File: src/hdl/rx_align_defs.vh
`ifndef RX_ALIGN_DEFS_VH
`define RX_ALIGN_DEFS_VH
// ********************************
// register byte addresses
// ********************************
`define ADDR_BIT_CONTROL 8'h0c
`define ADDR_COLL_INFO 8'h10
`define ADDR_IRQ_STATUS 8'h14
`define ADDR_IRQ_CLEAR 8'h18
`define ADDR_IRQ_ENABLE 8'h1c
// ********************************
// field positions
// ********************************
`define KEEP_AFTER_COLL_BIT 7
`define FIRST_POS_HI 6
`define FIRST_POS_LO 4
`define COLL_AS_INTEG_BIT 3
`define LAST_BITS_HI 2
`define LAST_BITS_LO 0
`define COLL_VALID_BIT 7
`define COLL_POS_HI 6
`define COLL_POS_LO 0
`define EVT_COLLISION 0
`define EVT_INTEGRITY 1
`define EVT_FRAME_END 2
// ********************************
// reset values and limits
// ********************************
`define BIT_CONTROL_RST 8'h00
`define COLL_INFO_RST 8'h00
`define IRQ_RST 3'h0
`define COLL_POS_MAX 10'h03f
`endif

File: src/hdl/rx_bit_align_collision_capture.v
// Behaviour
// bit 7 clear: bits received after a collision are stored as zero
// first bit stored at first-bit position field, later bits at next positions
// past bit 7 storing continues at bit 0 of the next byte
// first-bit position zero means byte-oriented, non-zero bit-oriented
// bit 3 set: any collision is reported as an integrity error
// bits 2..0 hold valid bits of last byte; zero means all eight
// decoder clears last-bit count at start, loads it at bit-oriented end
// collision valid flag set only when captured position is in range
// bits 6..0 hold zero-based data bit index of the first collision
// only first 8 bytes reportable, highest index 3fh
// non-zero first-bit position is added into the collision index
// software uses position only when valid and in suitable protocol modes
// collision raises collision flag and captures position; cleared at start
// a collision inside the end-of-frame symbol raises no flag
// collision valid flag and position cleared at each reception start
`timescale 1ns/1ps
`default_nettype none
`include "rx_align_defs.vh"
module rx_bit_align_collision_capture #(
   parameter COUNT_WIDTH = 10
) (
   // clock, reset, enable
   input wire I_CORE_CLK,
   input wire I_SYS_RST,
   input wire I_CE,
   // ahb-lite slave
   input wire I_HSEL,
   input wire [7:0] I_HADDR,
   input wire [1:0] I_HTRANS,
   input wire I_HWRITE,
   input wire [2:0] I_HSIZE,
   input wire I_HREADY,
   input wire [31:0] I_HWDATA,
   output reg [31:0] O_HRDATA,
   output reg O_HREADYOUT,
   output reg O_HRESP,
   // bit stream from the receive decoder
   input wire I_RX_START,
   input wire I_RX_BIT_VALID,
   input wire I_RX_BIT,
   input wire I_RX_BIT_COLL,
   input wire I_RX_BIT_EOF,
   input wire I_RX_END,
   // assembled bytes and flags
   output reg O_BYTE_VALID,
   output reg [7:0] O_BYTE_DATA,
   output reg O_BYTE_LAST,
   output reg O_COLLISION_DETECTED,
   output reg O_INTEGRITY_ERROR,
   output reg O_IRQ
);

   // ********************************
   // register state
   // ********************************
   reg keep_bits_after_collision_reg;
   reg [2:0] rx_first_bit_position_reg;
   reg collision_as_integrity_error_reg;
   reg [2:0] rx_final_byte_valid_bits_reg;
   reg collision_position_valid_reg;
   reg [6:0] collision_bit_position_reg;
   reg [2:0] irq_status_reg;
   reg [2:0] irq_enable_reg;
   reg wr_pend_reg;
   reg [7:0] wr_addr_reg;

   // ********************************
   // receive state
   // ********************************
   reg [7:0] acc_reg;
   reg [2:0] bit_pos_reg;
   reg coll_seen_reg;
   reg [COUNT_WIDTH-1:0] bit_count_reg;

   wire addr_phase;
   wire data_bit;
   wire new_coll;
   wire stored_bit;
   wire [COUNT_WIDTH-1:0] coll_index;
   wire [7:0] acc_with_bit;
   wire [2:0] evt_set;
   wire [2:0] irq_status_next;
   wire wr_ctrl;
   wire wr_clear;
   wire [7:0] ctrl_rst_value;

   // reset fields are taken from one word so the header holds a single value
   assign ctrl_rst_value = `BIT_CONTROL_RST;

   function [31:0] read_mux;
      input [7:0] addr;
      begin
         case (addr)
            `ADDR_BIT_CONTROL: read_mux = {24'h000000, keep_bits_after_collision_reg,
               rx_first_bit_position_reg, collision_as_integrity_error_reg,
               rx_final_byte_valid_bits_reg};
            `ADDR_COLL_INFO: read_mux = {24'h000000, collision_position_valid_reg,
               collision_bit_position_reg};
            `ADDR_IRQ_STATUS: read_mux = {29'h0, irq_status_reg};
            `ADDR_IRQ_ENABLE: read_mux = {29'h0, irq_enable_reg};
            default: read_mux = 32'h00000000;
         endcase
      end
   endfunction

   // ********************************
   // bus decode
   // ********************************
   // the slave never stalls, so a read is answered in the data phase
   assign addr_phase = I_HSEL & I_HTRANS[1] & I_HREADY;
   assign wr_ctrl = wr_pend_reg & (wr_addr_reg == `ADDR_BIT_CONTROL);
   assign wr_clear = wr_pend_reg & (wr_addr_reg == `ADDR_IRQ_CLEAR);

   // ********************************
   // bit placement
   // ********************************
   // end-of-frame bits carry no data and never count as collisions
   assign data_bit = I_RX_BIT_VALID & ~I_RX_BIT_EOF & ~I_RX_START;
   assign new_coll = data_bit & I_RX_BIT_COLL & ~coll_seen_reg;
   assign stored_bit = (coll_seen_reg & ~keep_bits_after_collision_reg) ? 1'b0 : I_RX_BIT;
   assign acc_with_bit = acc_reg | ({7'h00, stored_bit} << bit_pos_reg);
   assign coll_index = bit_count_reg + {{(COUNT_WIDTH-3){1'b0}}, rx_first_bit_position_reg};
   assign evt_set = {I_RX_END & ~I_RX_START, new_coll & collision_as_integrity_error_reg,
      new_coll};
   assign irq_status_next = (irq_status_reg & ~(wr_clear ? I_HWDATA[2:0] : 3'h0)) | evt_set;

   // ********************************
   // bus slave
   // ********************************
   always @(posedge I_CORE_CLK) begin
      if (I_SYS_RST) begin
         O_HRDATA <= 32'h00000000;
         O_HREADYOUT <= 1'b0;
         O_HRESP <= 1'b0;
         wr_pend_reg <= 1'b0;
         wr_addr_reg <= 8'h00;
         irq_enable_reg <= `IRQ_RST;
         irq_status_reg <= `IRQ_RST;
         O_IRQ <= 1'b0;
      end else if (I_CE) begin
         O_HREADYOUT <= 1'b1;
         O_HRESP <= 1'b0;
         wr_pend_reg <= addr_phase & I_HWRITE;
         wr_addr_reg <= {I_HADDR[7:2], 2'b00};
         if (addr_phase & ~I_HWRITE) begin
            O_HRDATA <= read_mux({I_HADDR[7:2], 2'b00});
         end
         if (wr_pend_reg & (wr_addr_reg == `ADDR_IRQ_ENABLE)) begin
            irq_enable_reg <= I_HWDATA[2:0];
         end
         // a new event wins over a clear in the same cycle
         irq_status_reg <= irq_status_next;
         O_IRQ <= |(irq_status_next & irq_enable_reg);
      end
   end

   // ********************************
   // control register and receive path
   // ********************************
   always @(posedge I_CORE_CLK) begin
      if (I_SYS_RST) begin
         keep_bits_after_collision_reg <= ctrl_rst_value[`KEEP_AFTER_COLL_BIT];
         rx_first_bit_position_reg <= ctrl_rst_value[`FIRST_POS_HI:`FIRST_POS_LO];
         collision_as_integrity_error_reg <= ctrl_rst_value[`COLL_AS_INTEG_BIT];
         rx_final_byte_valid_bits_reg <= ctrl_rst_value[`LAST_BITS_HI:`LAST_BITS_LO];
         collision_position_valid_reg <= 1'b0;
         collision_bit_position_reg <= 7'h00;
         acc_reg <= 8'h00;
         bit_pos_reg <= 3'h0;
         coll_seen_reg <= 1'b0;
         bit_count_reg <= {COUNT_WIDTH{1'b0}};
         O_BYTE_VALID <= 1'b0;
         O_BYTE_DATA <= 8'h00;
         O_BYTE_LAST <= 1'b0;
         O_COLLISION_DETECTED <= 1'b0;
         O_INTEGRITY_ERROR <= 1'b0;
      end else if (I_CE) begin
         O_BYTE_VALID <= 1'b0;
         O_BYTE_LAST <= 1'b0;
         if (wr_ctrl) begin
            keep_bits_after_collision_reg <= I_HWDATA[`KEEP_AFTER_COLL_BIT];
            rx_first_bit_position_reg <= I_HWDATA[`FIRST_POS_HI:`FIRST_POS_LO];
            collision_as_integrity_error_reg <= I_HWDATA[`COLL_AS_INTEG_BIT];
            rx_final_byte_valid_bits_reg <= I_HWDATA[`LAST_BITS_HI:`LAST_BITS_LO];
         end
         if (I_RX_START) begin
            // a start overrides a bit or an end in the same cycle
            rx_final_byte_valid_bits_reg <= 3'h0;
            collision_position_valid_reg <= 1'b0;
            collision_bit_position_reg <= 7'h00;
            O_COLLISION_DETECTED <= 1'b0;
            O_INTEGRITY_ERROR <= 1'b0;
            coll_seen_reg <= 1'b0;
            acc_reg <= 8'h00;
            bit_pos_reg <= rx_first_bit_position_reg;
            bit_count_reg <= {COUNT_WIDTH{1'b0}};
         end else begin
            if (data_bit) begin
               if (bit_count_reg != {COUNT_WIDTH{1'b1}}) begin
                  bit_count_reg <= bit_count_reg + 1'b1;
               end
               if (bit_pos_reg == 3'h7) begin
                  // byte full: next bit goes to bit 0 of the next byte
                  O_BYTE_VALID <= 1'b1;
                  O_BYTE_DATA <= acc_with_bit;
                  acc_reg <= 8'h00;
                  bit_pos_reg <= 3'h0;
               end else begin
                  acc_reg <= acc_with_bit;
                  bit_pos_reg <= bit_pos_reg + 3'h1;
               end
            end
            if (new_coll) begin
               coll_seen_reg <= 1'b1;
               O_COLLISION_DETECTED <= 1'b1;
               if (collision_as_integrity_error_reg) begin
                  O_INTEGRITY_ERROR <= 1'b1;
               end
               // positions past the eighth byte cannot be shown
               if (coll_index <= `COLL_POS_MAX) begin
                  collision_position_valid_reg <= 1'b1;
                  collision_bit_position_reg <= coll_index[6:0];
               end
            end
            if (I_RX_END & ~data_bit) begin
               // partial byte flushed; a full byte was already sent
               if (bit_pos_reg != 3'h0) begin
                  O_BYTE_VALID <= 1'b1;
                  O_BYTE_DATA <= acc_reg;
               end
               O_BYTE_LAST <= 1'b1;
               if (rx_first_bit_position_reg != 3'h0) begin
                  rx_final_byte_valid_bits_reg <= bit_pos_reg;
               end
            end
         end
      end
   end

endmodule // rx_bit_align_collision_capture
`default_nettype wire

File: config.mk
export PLATFORM = sky130hd
export DESIGN_NAME = rx_bit_align_collision_capture
export DESIGN_NICKNAME = d
export VERILOG_FILES = /design/src/hdl/rx_bit_align_collision_capture.v
export VERILOG_INCLUDE_DIRS = /design/src /design/src/hdl
export SDC_FILE = /design/constraint.sdc
export NUM_CORES = 1
export LEC_CHECK = 0
export ABC_AREA = 1
export BUFFER_PORTS_ARGS = -buffer_cell sky130_fd_sc_hd__buf_4
export CAP_MARGIN = 20
export CORE_ASPECT_RATIO = 2
export CORE_MARGIN = 2
export CORE_UTILIZATION = 53
export CTS_CLUSTER_DIAMETER = 100
export DETAILED_ROUTE_END_ITERATION = 8
export PLACE_DENSITY_LB_ADDON = 0.15
export SETUP_SLACK_MARGIN = 0.3
export SLEW_MARGIN = 20
export SYNTH_ARGS = -nofsm -noshare
export SYNTH_HDL_FRONTEND = slang
export SYNTH_SLANG_ARGS = --single-unit
File: constraint.sdc
create_clock -name I_CORE_CLK -period 2.4 [get_ports I_CORE_CLK]
set_input_delay 0.48 -clock I_CORE_CLK [delete_from_list [all_inputs] [get_ports I_CORE_CLK]]
set_output_delay 0.48 -clock I_CORE_CLK [all_outputs]
set_load 0.05 [all_outputs]
==> flow_metrics.py, run 1 <==
metrics = {
    "final_layout": {
        "diodes": 0,
        "nets": 650,
        "drive_above_1_share_pct": 22.2,
        "largest_reg_flops": 10,
        "fin_util_pct": 64.1,
        "nFillCells": 715,
        "area_delta_synth_final_pct": 17.4,
        "instances_no_fill": 682,
    },
    "power_and_ir_drop": {
        "switching_power_uw": 764,
        "power_frac_comb_pct": 11.4,
        "internal_power_mw": 2.24,
        "p_clk_share_pct": 47.3,
        "swShare_pct": 25.4,
        "powerDensity_nw_per_um2": 644,
        "ir_worst_vdd_v": 0.000382,
        "p_leak_nw": 1.87,
        "seqPwrFrac_pct": 41.2,
    },
    "logic_synthesis": {
        "synth_xor_area_share_pct": 1.10,
        "yosysMostFrequentCell": "nand2_1",
        "ys_seq_area_share_pct": 36.3,
        "synth_top_area_share_pct": 36.3,
        "ys_types": 49,
        "syn_avg_cell_area_um2": 7.43,
        "synth_edf_count": 0,
        "syn-cell-area_um2": 3970,
        "yosys.area_share.simple_pct": 30.0,
        "synth_mux_area_share_pct": 0,
        "synth_top_family_by_area": "simple AND/OR/NAND/NOR gates",
        "synthAdderAreaFrac_pct": 2.71,
        "yosys-top-cells-area": "dfxtp_1 (36%), nand2_1 (8.5%), a21oi_1 (5.9%), nand3_1 (5.4%), buf_4 (5.1%)",
        "synth_common_cells": "nand2_1 (90), dfxtp_1 (72), a21oi_1 (47), inv_1 (47), nand3_1 (43)",
        "ys.flop_type": "dfxtp_1",
        "ys_warn_count": 0,
        "synth_largest_area_cell": "dfxtp_1",
        "syn_inst": 534,
        "synth_compound_area_share_pct": 17.0,
        "ys_seq_elements": 72,
        "async_reset_ff_share_pct": 0,
    },
    "cts": {
        "clk_pin_slew_ps": 60,
        "worstSkewPairLatency_ps": 340,
        "cts_made_buffers": 9,
        "clock_path_buffers": 2,
        "cts.root.buffer_cell": "clkbuf_16",
        "cts_tree": "yes",
        "cts_max_level": 3,
        "clkSinkCount": 72,
    },
    "floorplan": {
        "io_pins": 104,
        "core_um2": 7270,
        "die-area_um2": 8240,
        "initial_core_util_pct": 54.6,
        "chipWidth_um": 65.2,
        "die_h_um": 126,
        "core.rowCount": 44,
    },
    "global_routing": {
        "gr-usage-met2_pct": 44.5,
        "grt_use_met1_pct": 26.9,
        "grt_max_degree": 32,
        "grt.total_usage_pct": 24.8,
        "top_usage_layer": "met2",
        "gr-total-overflow": 0,
        "use_met3_pct": 4.34,
        "antenna_found_initial": 0,
        "grt_pass1_wl_mm": 15.8,
        "grt_pass1_vias": 3450,
    },
    "worst_setup_path": {
        "path_max_fanout": 6,
        "crit_path_top_delay_cell": "dfxtp_4",
        "crit_path_start_kind": "flop",
        "required_ps": 2670,
        "criticalPathCategory": "reg -> reg",
        "path_buf_inv": 2,
        "crit_path_cell_trace": "ha_4, inv_1, fa_2, inv_2, nand3_1, nand2_2, nand2_1, nand2_2, nand2_4, nor2_8, nand2_4, nor2_8, nand3_2, a21oi_2",
        "reg2reg_from": "bit_count_reg[0]",
        "arrival_ps": 2290,
        "end_kind": "flop",
        "r2r_slack_ps": 380,
        "worst_path_largest_cell_delay_ps": 380,
        "crit_family": "simple AND/OR/NAND/NOR gates",
        "reg2regPathDepth": 14,
        "r2r_end": "collision_bit_position_reg[3]",
    },
    "placement": {
        "routabilityCongestion": 0.934,
        "placed_cells": 664,
        "io_buffers": 48,
        "dpl.hpwl_mm": 7.31,
    },
    "status": {
        "status": "finished clean",
    },
    "timing": {
        "skew_ps": 5.33,
        "hold_viol": 0,
        "rsz0062_at_grt": "yes",
        "fin_crit_sh_pct": 84.2,
        "fmax_mhz": 495,
        "hold_slack_ps": 405,
        "drv_slew": 0,
        "setup_viol": 0,
        "slew_headroom_pct": 43.1,
        "tightest_slew_ps": 851,
        "setup-tns-final_ps": 0,
        "layout_min_cycle_time_ps": 2020,
    },
    "detailed_routing": {
        "drc": 0,
        "routedWlPerCell_um": 14.2,
        "viasPerCell": 5.35,
        "ant_nets": 0,
        "drtIter0Drc": 227,
        "drt_wl_total_mm": 9.70,
        "via_count": 3646,
        "dr.pass1.iters": 4,
    },
    "worst_hold_path": {
        "hold_start": "I_HADDR[5]",
        "holdCritPathClass": "in -> reg",
        "whs_path_depth": 3,
        "holdPathEnd": "wr_addr_reg[5]",
    },
    "flow_run": {
        "max_cap_violations": 0,
    },
}
==> placed cells by master (no fill, tap or decap), drive strengths merged, types with 4 or more instances in the layout <==
master  Yosys  routed
nand2     104     104
dfxtp      72      72
inv        57      57
buf        30      54
nor2       54      54
a21oi      50      50
o21ai      48      48
nand3      45      45
conb        1      25
clkbuf      8      13
nor3       12      12
a211oi     10      10
nand4      10      10
ha          7       7
o22ai       5       5
xor2        4       4
==> through the flow <==
step,power (mW),cell area [um2],setup WS (ps)
detailed placement,1.60,4290,137
floorplan,1.55,4060,427
global route,3.10,4660,249
global placement,1.60,4290,192
finish,3.00,4660,378
CTS,3.02,4630,346
==> area by class of cell <==
| class | instances | area (um2) | share of cell area (%) |
|---|---|---|---|
| inverters | 58 | 230 | 4.94 |
| flip-flops and latches | 72 | 1450 | 31.0 |
| repair buffers | 54 | 405 | 8.70 |
| clock inverters | 3 | 65.1 | 1.40 |
| multi-input cells | 390 | 2150 | 46.1 |
| well taps | 92 | 115 | 2.47 |
| clock buffers | 13 | 250 | 5.37 |
==> power groups by stage <==
stage | Combinational (mW) | Clock, mW | Sequential [mW]
floorplan | 0.257 | 0 | 1.29
global placement | 0.337 | 0 | 1.26
detailed placement | 0.340 | 0 | 1.26
CTS | 0.343 | 1.44 | 1.24
global route | 0.371 | 1.49 | 1.24
finish | 0.344 | 1.42 | 1.24
==> logic make-up after synthesis <==
family,after synthesis
xor+xnor,5
buf+inv,96
compound gates,121
fa+ha+maj,8
simple gates,231
other cells,1
flops,72
==> metal layers <==
metal / vias up / wire length (um)
met1: 1675 / 3660
met4: 0 / 421
met3: 28 / 401
met5: - / 0
li1: 1843 / -
met2: 100 / 5220
==> worst max path at each step <==
stage                                start  depth (start not counted)                            end
final                     bit_count_reg[0]                         14  collision_bit_position_reg[3]
after global routing      bit_count_reg[0]                         14  collision_bit_position_reg[2]
after CTS                 bit_count_reg[0]                         14  collision_bit_position_reg[3]
after detailed placement  bit_count_reg[0]                         14  collision_bit_position_reg[3]
after global placement    bit_count_reg[0]                         14  collision_bit_position_reg[4]
after floorplan           bit_count_reg[0]                         14  collision_bit_position_reg[4]
==> worst min-delay path, cell delays in order <==
cell and delay [ps]:
buf_4 100, nor2_1 40, nor2_1 80
==> what timing repair did <==
action                     in CTS  in global routing
pin swaps                       1                  1
setup buffers                   0                  2
gates resized for setup         8                  6
setup endpoints to repair       8                  8
hold buffers                    0                  0
Note: power is estimated with default switching activity, not from simulation.
==> run 2: changes to the inputs <==
==> constraint.sdc (replaced) <==
create_clock -name I_CORE_CLK -period 2.1 [get_ports I_CORE_CLK]
set_input_delay 0.42 -clock I_CORE_CLK [delete_from_list [all_inputs] [get_ports I_CORE_CLK]]
set_output_delay 0.42 -clock I_CORE_CLK [all_outputs]
set_load 0.05 [all_outputs]
==> flow_metrics.py, run 2 (same netlist as run 1, synthesis figures left out) <==
metrics = {
    "power_and_ir_drop": {
        "p_clk_share_pct": 47.3,
        "internal_power_mw": 2.56,
        "p_leak_nw": 1.95,
        "swShare_pct": 25.9,
        "ir_worst_vdd_v": 0.000438,
        "switching_power_uw": 894,
        "power_mw": 3.46,
        "powerDensity_nw_per_um2": 717,
        "power_frac_comb_pct": 11.8,
        "seqPwrFrac_pct": 40.9,
    },
    "cts": {
        "cts_made_buffers": 9,
        "cts_max_level": 3,
        "clk_pin_slew_ps": 60,
        "clkSinkCount": 72,
        "worstSkewPairLatency_ps": 330,
        "clock_path_buffers": 2,
        "cts_tree": "yes",
        "cts.root.buffer_cell": "clkbuf_16",
        "hold_buffers": 0,
    },
    "final_layout": {
        "layout_common_cells": "nand2_1 (86), dfxtp_1 (69), buf_4 (67)",
        "drive_above_1_share_pct": 25.8,
        "nets": 664,
        "diodes": 0,
        "final-seq-area_um2": 1450,
        "multi_input_area_um2": 2200,
        "largest_reg_flops": 10,
        "fin_util_pct": 66.4,
        "layout_commonest_cell": "nand2_1",
        "nFillCells": 659,
        "area_delta_synth_final_pct": 21.5,
    },
    "detailed_routing": {
        "dr.pass1.iters": 5,
        "ant_nets": 0,
        "via_count": 3752,
        "routedWlPerCell_um": 14.4,
        "drtIter0Drc": 211,
        "drc": 0,
        "drt_wl_total_mm": 10.0,
        "viasPerCell": 5.39,
    },
    "global_routing": {
        "grt_pass1_vias": 3704,
        "grt.total_usage_pct": 25.4,
        "grt_pass1_wl_mm": 16.3,
        "antenna_found_initial": 0,
        "gr-total-overflow": 0,
        "grt_max_degree": 22,
    },
    "timing": {
        "fin_crit_sh_pct": 94.0,
        "hold_viol": 0,
        "setup_viol": 0,
        "slew_headroom_pct": 45.2,
        "fmax_mhz": 507,
        "layout_min_cycle_time_ps": 1970,
        "skew_ps": 2.43,
        "rsz0062_at_grt": "yes",
        "drv_slew": 0,
        "tightest_slew_ps": 819,
        "setup-tns-final_ps": 0,
    },
    "placement": {
        "io_buffers": 48,
        "routabilityCongestion": 0.948,
        "dpl.hpwl_mm": 7.53,
    },
    "worst_setup_path": {
        "crit_path_top_delay_cell": "dfxtp_4",
        "path_max_fanout": 6,
        "required_ps": 2370,
        "crit_path_start_kind": "flop",
        "path_buf_inv": 2,
        "criticalPathCategory": "reg -> reg",
        "arrival_ps": 2240,
        "end_kind": "flop",
        "crit_family": "simple AND/OR/NAND/NOR gates",
        "timing.critical_path.mode_cell": "nand2_2",
        "worst_path_largest_cell_delay_ps": 370,
        "crit_path_cell_trace": "ha_4, inv_2, fa_2, inv_2, nand3_2, nand2_2, nand2_2, nand2_2, nand2_4, nor2_8, nand2_4, nor2_8, nand3_1, a21oi_1",
    },
    "floorplan": {
        "core.rowCount": 44,
        "io_pins": 104,
        "core_um2": 7270,
        "die-area_um2": 8240,
        "initial_core_util_pct": 54.6,
        "chipWidth_um": 65.2,
        "die_h_um": 126,
    },
    "status": {
        "status": "finished clean",
    },
    "worst_hold_path": {
        "holdCritPathClass": "in -> reg",
    },
    "flow_run": {
        "max_cap_violations": 0,
    },
}
run 2: area by class of cell:
type / count / share of cell area (%)
Clock inverter: 6 / 1.71
Inverter: 58 / 4.83
Tap cell: 92 / 2.39
Timing Repair Buffer: 67 / 10.4
Sequential cell: 72 / 30.0
Multi-Input combinational cell: 391 / 45.7
Clock buffer: 10 / 4.96
run 2: worst register-to-register path, stage by stage (launching register included):
cell     delay (ps)
dfxtp_4         370
ha_4            140
inv_2            40
fa_2            340
inv_2            80
nand3_2          60
nand2_2         100
nand2_2          60
nand2_2          80
nand2_4          70
nor2_8          140
nand2_4          80
nor2_8          110
nand3_1          90
a21oi_1         130
run 2: through the flow:
stage                     worst slack, ps  cells  hold WS (ps)  instance area [um2]
after floorplan                       281    558           438                 4090
final                                 126    696           353                 4820
after global placement                121    673           446                 4390
after global routing                 22.1    696           377                 4820
after CTS                             131    692           343                 4750
after detailed placement             79.2    673           450                 4390
run 2: path summary, 6_finish.rpt:
path,to,cells past startpoint,slack (ps),from
worst max-delay path,collision_bit_position_reg[2],14,130,bit_count_reg[0]
worst min-delay path,wr_addr_reg[5],3,350,I_HADDR[5]
worst max register to register,collision_bit_position_reg[2],14,130,bit_count_reg[0]
worst min register to register,collision_bit_position_reg[6],2,460,collision_bit_position_reg[6]
run 2: layer usage:
| metal | vias up | wire length [um] | GRT usage (%) |
|---|---|---|---|
| met3 | 29 | 349 | 4.26 |
| met2 | 81 | 5450 | 47.1 |
| li1 | 1868 | - | - |
| met4 | 0 | 429 | 13.5 |
| met1 | 1774 | 3790 | 26.1 |
| met5 | - | 0 | 0 |
run 2: timing repair:
item / in CTS / in global routing
gates resized for setup: 3 / 13
setup buffers: 3 / 3
setup endpoints to repair: 8 / 23
pin swaps: 6 / 8
gates cloned: 0 / 1
run 2: power groups by stage:
stage	sequential (mW)	clock, mW	combinational (mW)
6_report	1.41	1.63	0.409
5_1_grt	1.42	1.71	0.442
4_1_cts	1.41	1.66	0.399
3_5_place_dp	1.44	0	0.397
3_3_place_gp	1.44	0	0.392
2_1_floorplan	1.48	0	0.294
==> run 3: changes to the inputs <==
--- a/config.mk
+++ b/config.mk
@@ -10,7 +10,6 @@
 export BUFFER_PORTS_ARGS = -buffer_cell sky130_fd_sc_hd__buf_4
 export CAP_MARGIN = 20
 export CORE_ASPECT_RATIO = 2
-export CORE_MARGIN = 2
 export CORE_UTILIZATION = 53
 export CTS_CLUSTER_DIAMETER = 100
 export DETAILED_ROUTE_END_ITERATION = 8
==> constraint.sdc (replaced) <==
create_clock -name I_CORE_CLK -period 2.1 [get_ports I_CORE_CLK]
set_input_delay 0.105 -clock I_CORE_CLK [delete_from_list [all_inputs] [get_ports I_CORE_CLK]]
set_output_delay 0.105 -clock I_CORE_CLK [all_outputs]
set_load 0.05 [all_outputs]
==> flow_metrics.py, run 3 (same netlist as run 1, synthesis figures left out) <==
metrics = {
    "status": {
        "status": "finished clean",
    },
    "detailed_routing": {
        "via_count": 3787,
        "dr.pass1.iters": 5,
        "routedWlPerCell_um": 14.8,
        "drt_wl_total_mm": 10.3,
        "viasPerCell": 5.44,
        "drc": 0,
        "drtIter0Drc": 267,
        "ant_nets": 0,
    },
    "final_layout": {
        "drive_above_1_share_pct": 26.0,
        "diodes": 0,
        "largest_reg_flops": 10,
        "nets": 664,
        "layout_common_cells": "nand2_1 (88), dfxtp_1 (70), buf_4 (65)",
        "area_delta_synth_final_pct": 22.6,
        "nFillCells": 671,
        "fin_area_um2": 4870,
        "layout_commonest_cell": "nand2_1",
    },
    "cts": {
        "hold_buffers": 0,
        "worstSkewPairLatency_ps": 340,
        "cts_made_buffers": 9,
        "clk_pin_slew_ps": 60,
        "cts_max_level": 3,
        "clock_path_buffers": 2,
        "cts.root.buffer_cell": "clkbuf_16",
        "clkSinkCount": 72,
        "cts_tree": "yes",
    },
    "timing": {
        "skew_ps": 3.95,
        "layout_min_cycle_time_ps": 2010,
        "finalWorstSetupSlack_ps": 92.2,
        "tightest_slew_ps": 876,
        "slew_headroom_pct": 41.4,
        "fmax_mhz": 498,
        "rsz0062_at_grt": "yes",
        "fin_crit_sh_pct": 95.6,
        "hold_viol": 0,
        "setup_viol": 0,
        "drv_slew": 0,
    },
    "placement": {
        "routabilityCongestion": 0.933,
        "place_area_um2": 4330,
        "place_ws_ps": 64.8,
        "io_buffers": 48,
        "dpl.hpwl_mm": 7.28,
    },
    "worst_setup_path": {
        "criticalPathCategory": "reg -> reg",
        "r2r_end": "collision_bit_position_reg[1]",
        "reg2reg_from": "bit_count_reg[0]",
        "arrival_ps": 2280,
        "path_max_fanout": 6,
        "crit_path_top_delay_cell": "dfxtp_4",
        "end_kind": "flop",
        "crit_start": "bit_count_reg[0]",
        "worst_path_largest_cell_delay_ps": 380,
        "crit_path_start_kind": "flop",
        "crit_path_cell_trace": "ha_4, inv_2, fa_2, inv_2, nand3_2, nand2_2, nand2_2, nand2_2, nand2_4, nor2_8, nand2_4, nor2_8, nand3_1, a21oi_2",
        "required_ps": 2370,
        "r2r_slack_ps": 90,
        "timing.critical_path.mode_cell": "nand2_2",
        "reg2regPathDepth": 14,
    },
    "global_routing": {
        "gr-total-overflow": 0,
        "grt.total_usage_pct": 26.1,
        "grt_pass1_vias": 3544,
        "grt_max_degree": 42,
        "antenna_found_initial": 0,
        "grt_pass1_wl_mm": 16.0,
    },
    "worst_hold_path": {
        "hold_start": "I_HADDR[5]",
        "holdPathEnd": "wr_addr_reg[5]",
        "holdCritPathClass": "in -> reg",
        "whs_path_depth": 3,
    },
    "floorplan": {
        "chipWidth_um": 63.2,
        "io_pins": 104,
        "die_h_um": 124,
        "initial_core_util_pct": 54.6,
        "die-area_um2": 7860,
        "core_um2": 7270,
        "core.rowCount": 44,
    },
    "power_and_ir_drop": {
        "ir_worst_vdd_v": 0.000640,
        "powerDensity_nw_per_um2": 720,
        "p_leak_nw": 1.97,
    },
    "flow_run": {
        "max_cap_violations": 0,
    },
}
[run 3: changes by cell type in the layout (fill, tap and decap cells not counted), sizes merged]
cell      before  now
clkinv         4    3
inv           57   58
clkinvlp       1    0
clkbuf        10   11
[run 3: through the flow]
stage	TNS (ps)	utilization, %	hold slack, ps	instances	power (mW)
6_report	0	67.0	30.7	696	3.50
4_1_cts	0	64.6	25.5	685	3.48
2_1_floorplan	0	-	233	558	1.77
3_5_place_dp	0	59.6	379	665	1.83
3_3_place_gp	0	59.6	362	665	1.83
5_1_grt	-6.66	67.0	49.1	696	3.59
[run 3: critical path, delay by kind of cell, from the launching register on]
family	cells	cell delay, ps
adders and majority gates	2	490
DFF	1	380
and+or+nand+nor	9	820
AOI/OAI and AO/OA	1	140
buffers and inverters	2	100
[run 3: layer usage]
metal / track usage, % / part of all wire (%)
met3: 5.31 / 4.1
met4: 13.8 / 4.5
met5: 0 / 0
met1: 26.3 / 38
met2: 48.3 / 54
[run 3: worst max-delay path by stage]
stage	endpoint	slack (ps)	cells past startpoint
finish	collision_bit_position_reg[1]	90	14
global route	collision_bit_position_reg[1]	-7	11
CTS	collision_bit_position_reg[0]	120	14
detailed placement	collision_bit_position_reg[2]	60	14
global placement	collision_bit_position_reg[2]	100	14
floorplan	collision_bit_position_reg[2]	280	14
[run 3: power breakdown]
| part | internal [mW] | switching (mW) | leakage [nW] |
|---|---|---|---|
| clock | 1.07 | 0.595 | 0.160 |
| sequential | 1.39 | 0.0210 | 0.585 |
| combinational | 0.110 | 0.311 | 1.22 |
| total | 2.58 | 0.927 | 1.97 |
[run 3: cell type report]
class / instances / area [um2] / share of cell area, %
sequential: 72 / 1450 / 29.7
tap: 92 / 115 / 2.37
clock inverter: 5 / 78.8 / 1.62
multi-input combinational: 391 / 2230 / 45.9
clock buffer: 11 / 243 / 4.99
timing repair buffer: 67 / 510 / 10.5
inverter: 58 / 240 / 4.94
[run 3: what timing repair did]
action / in CTS / in global routing
buffers inserted: 4 / 10
endpoints found under the setup margin: 8 / 26
cloned: 0 / 1
pin swaps: 1 / 12
gates resized for setup: 4 / 23
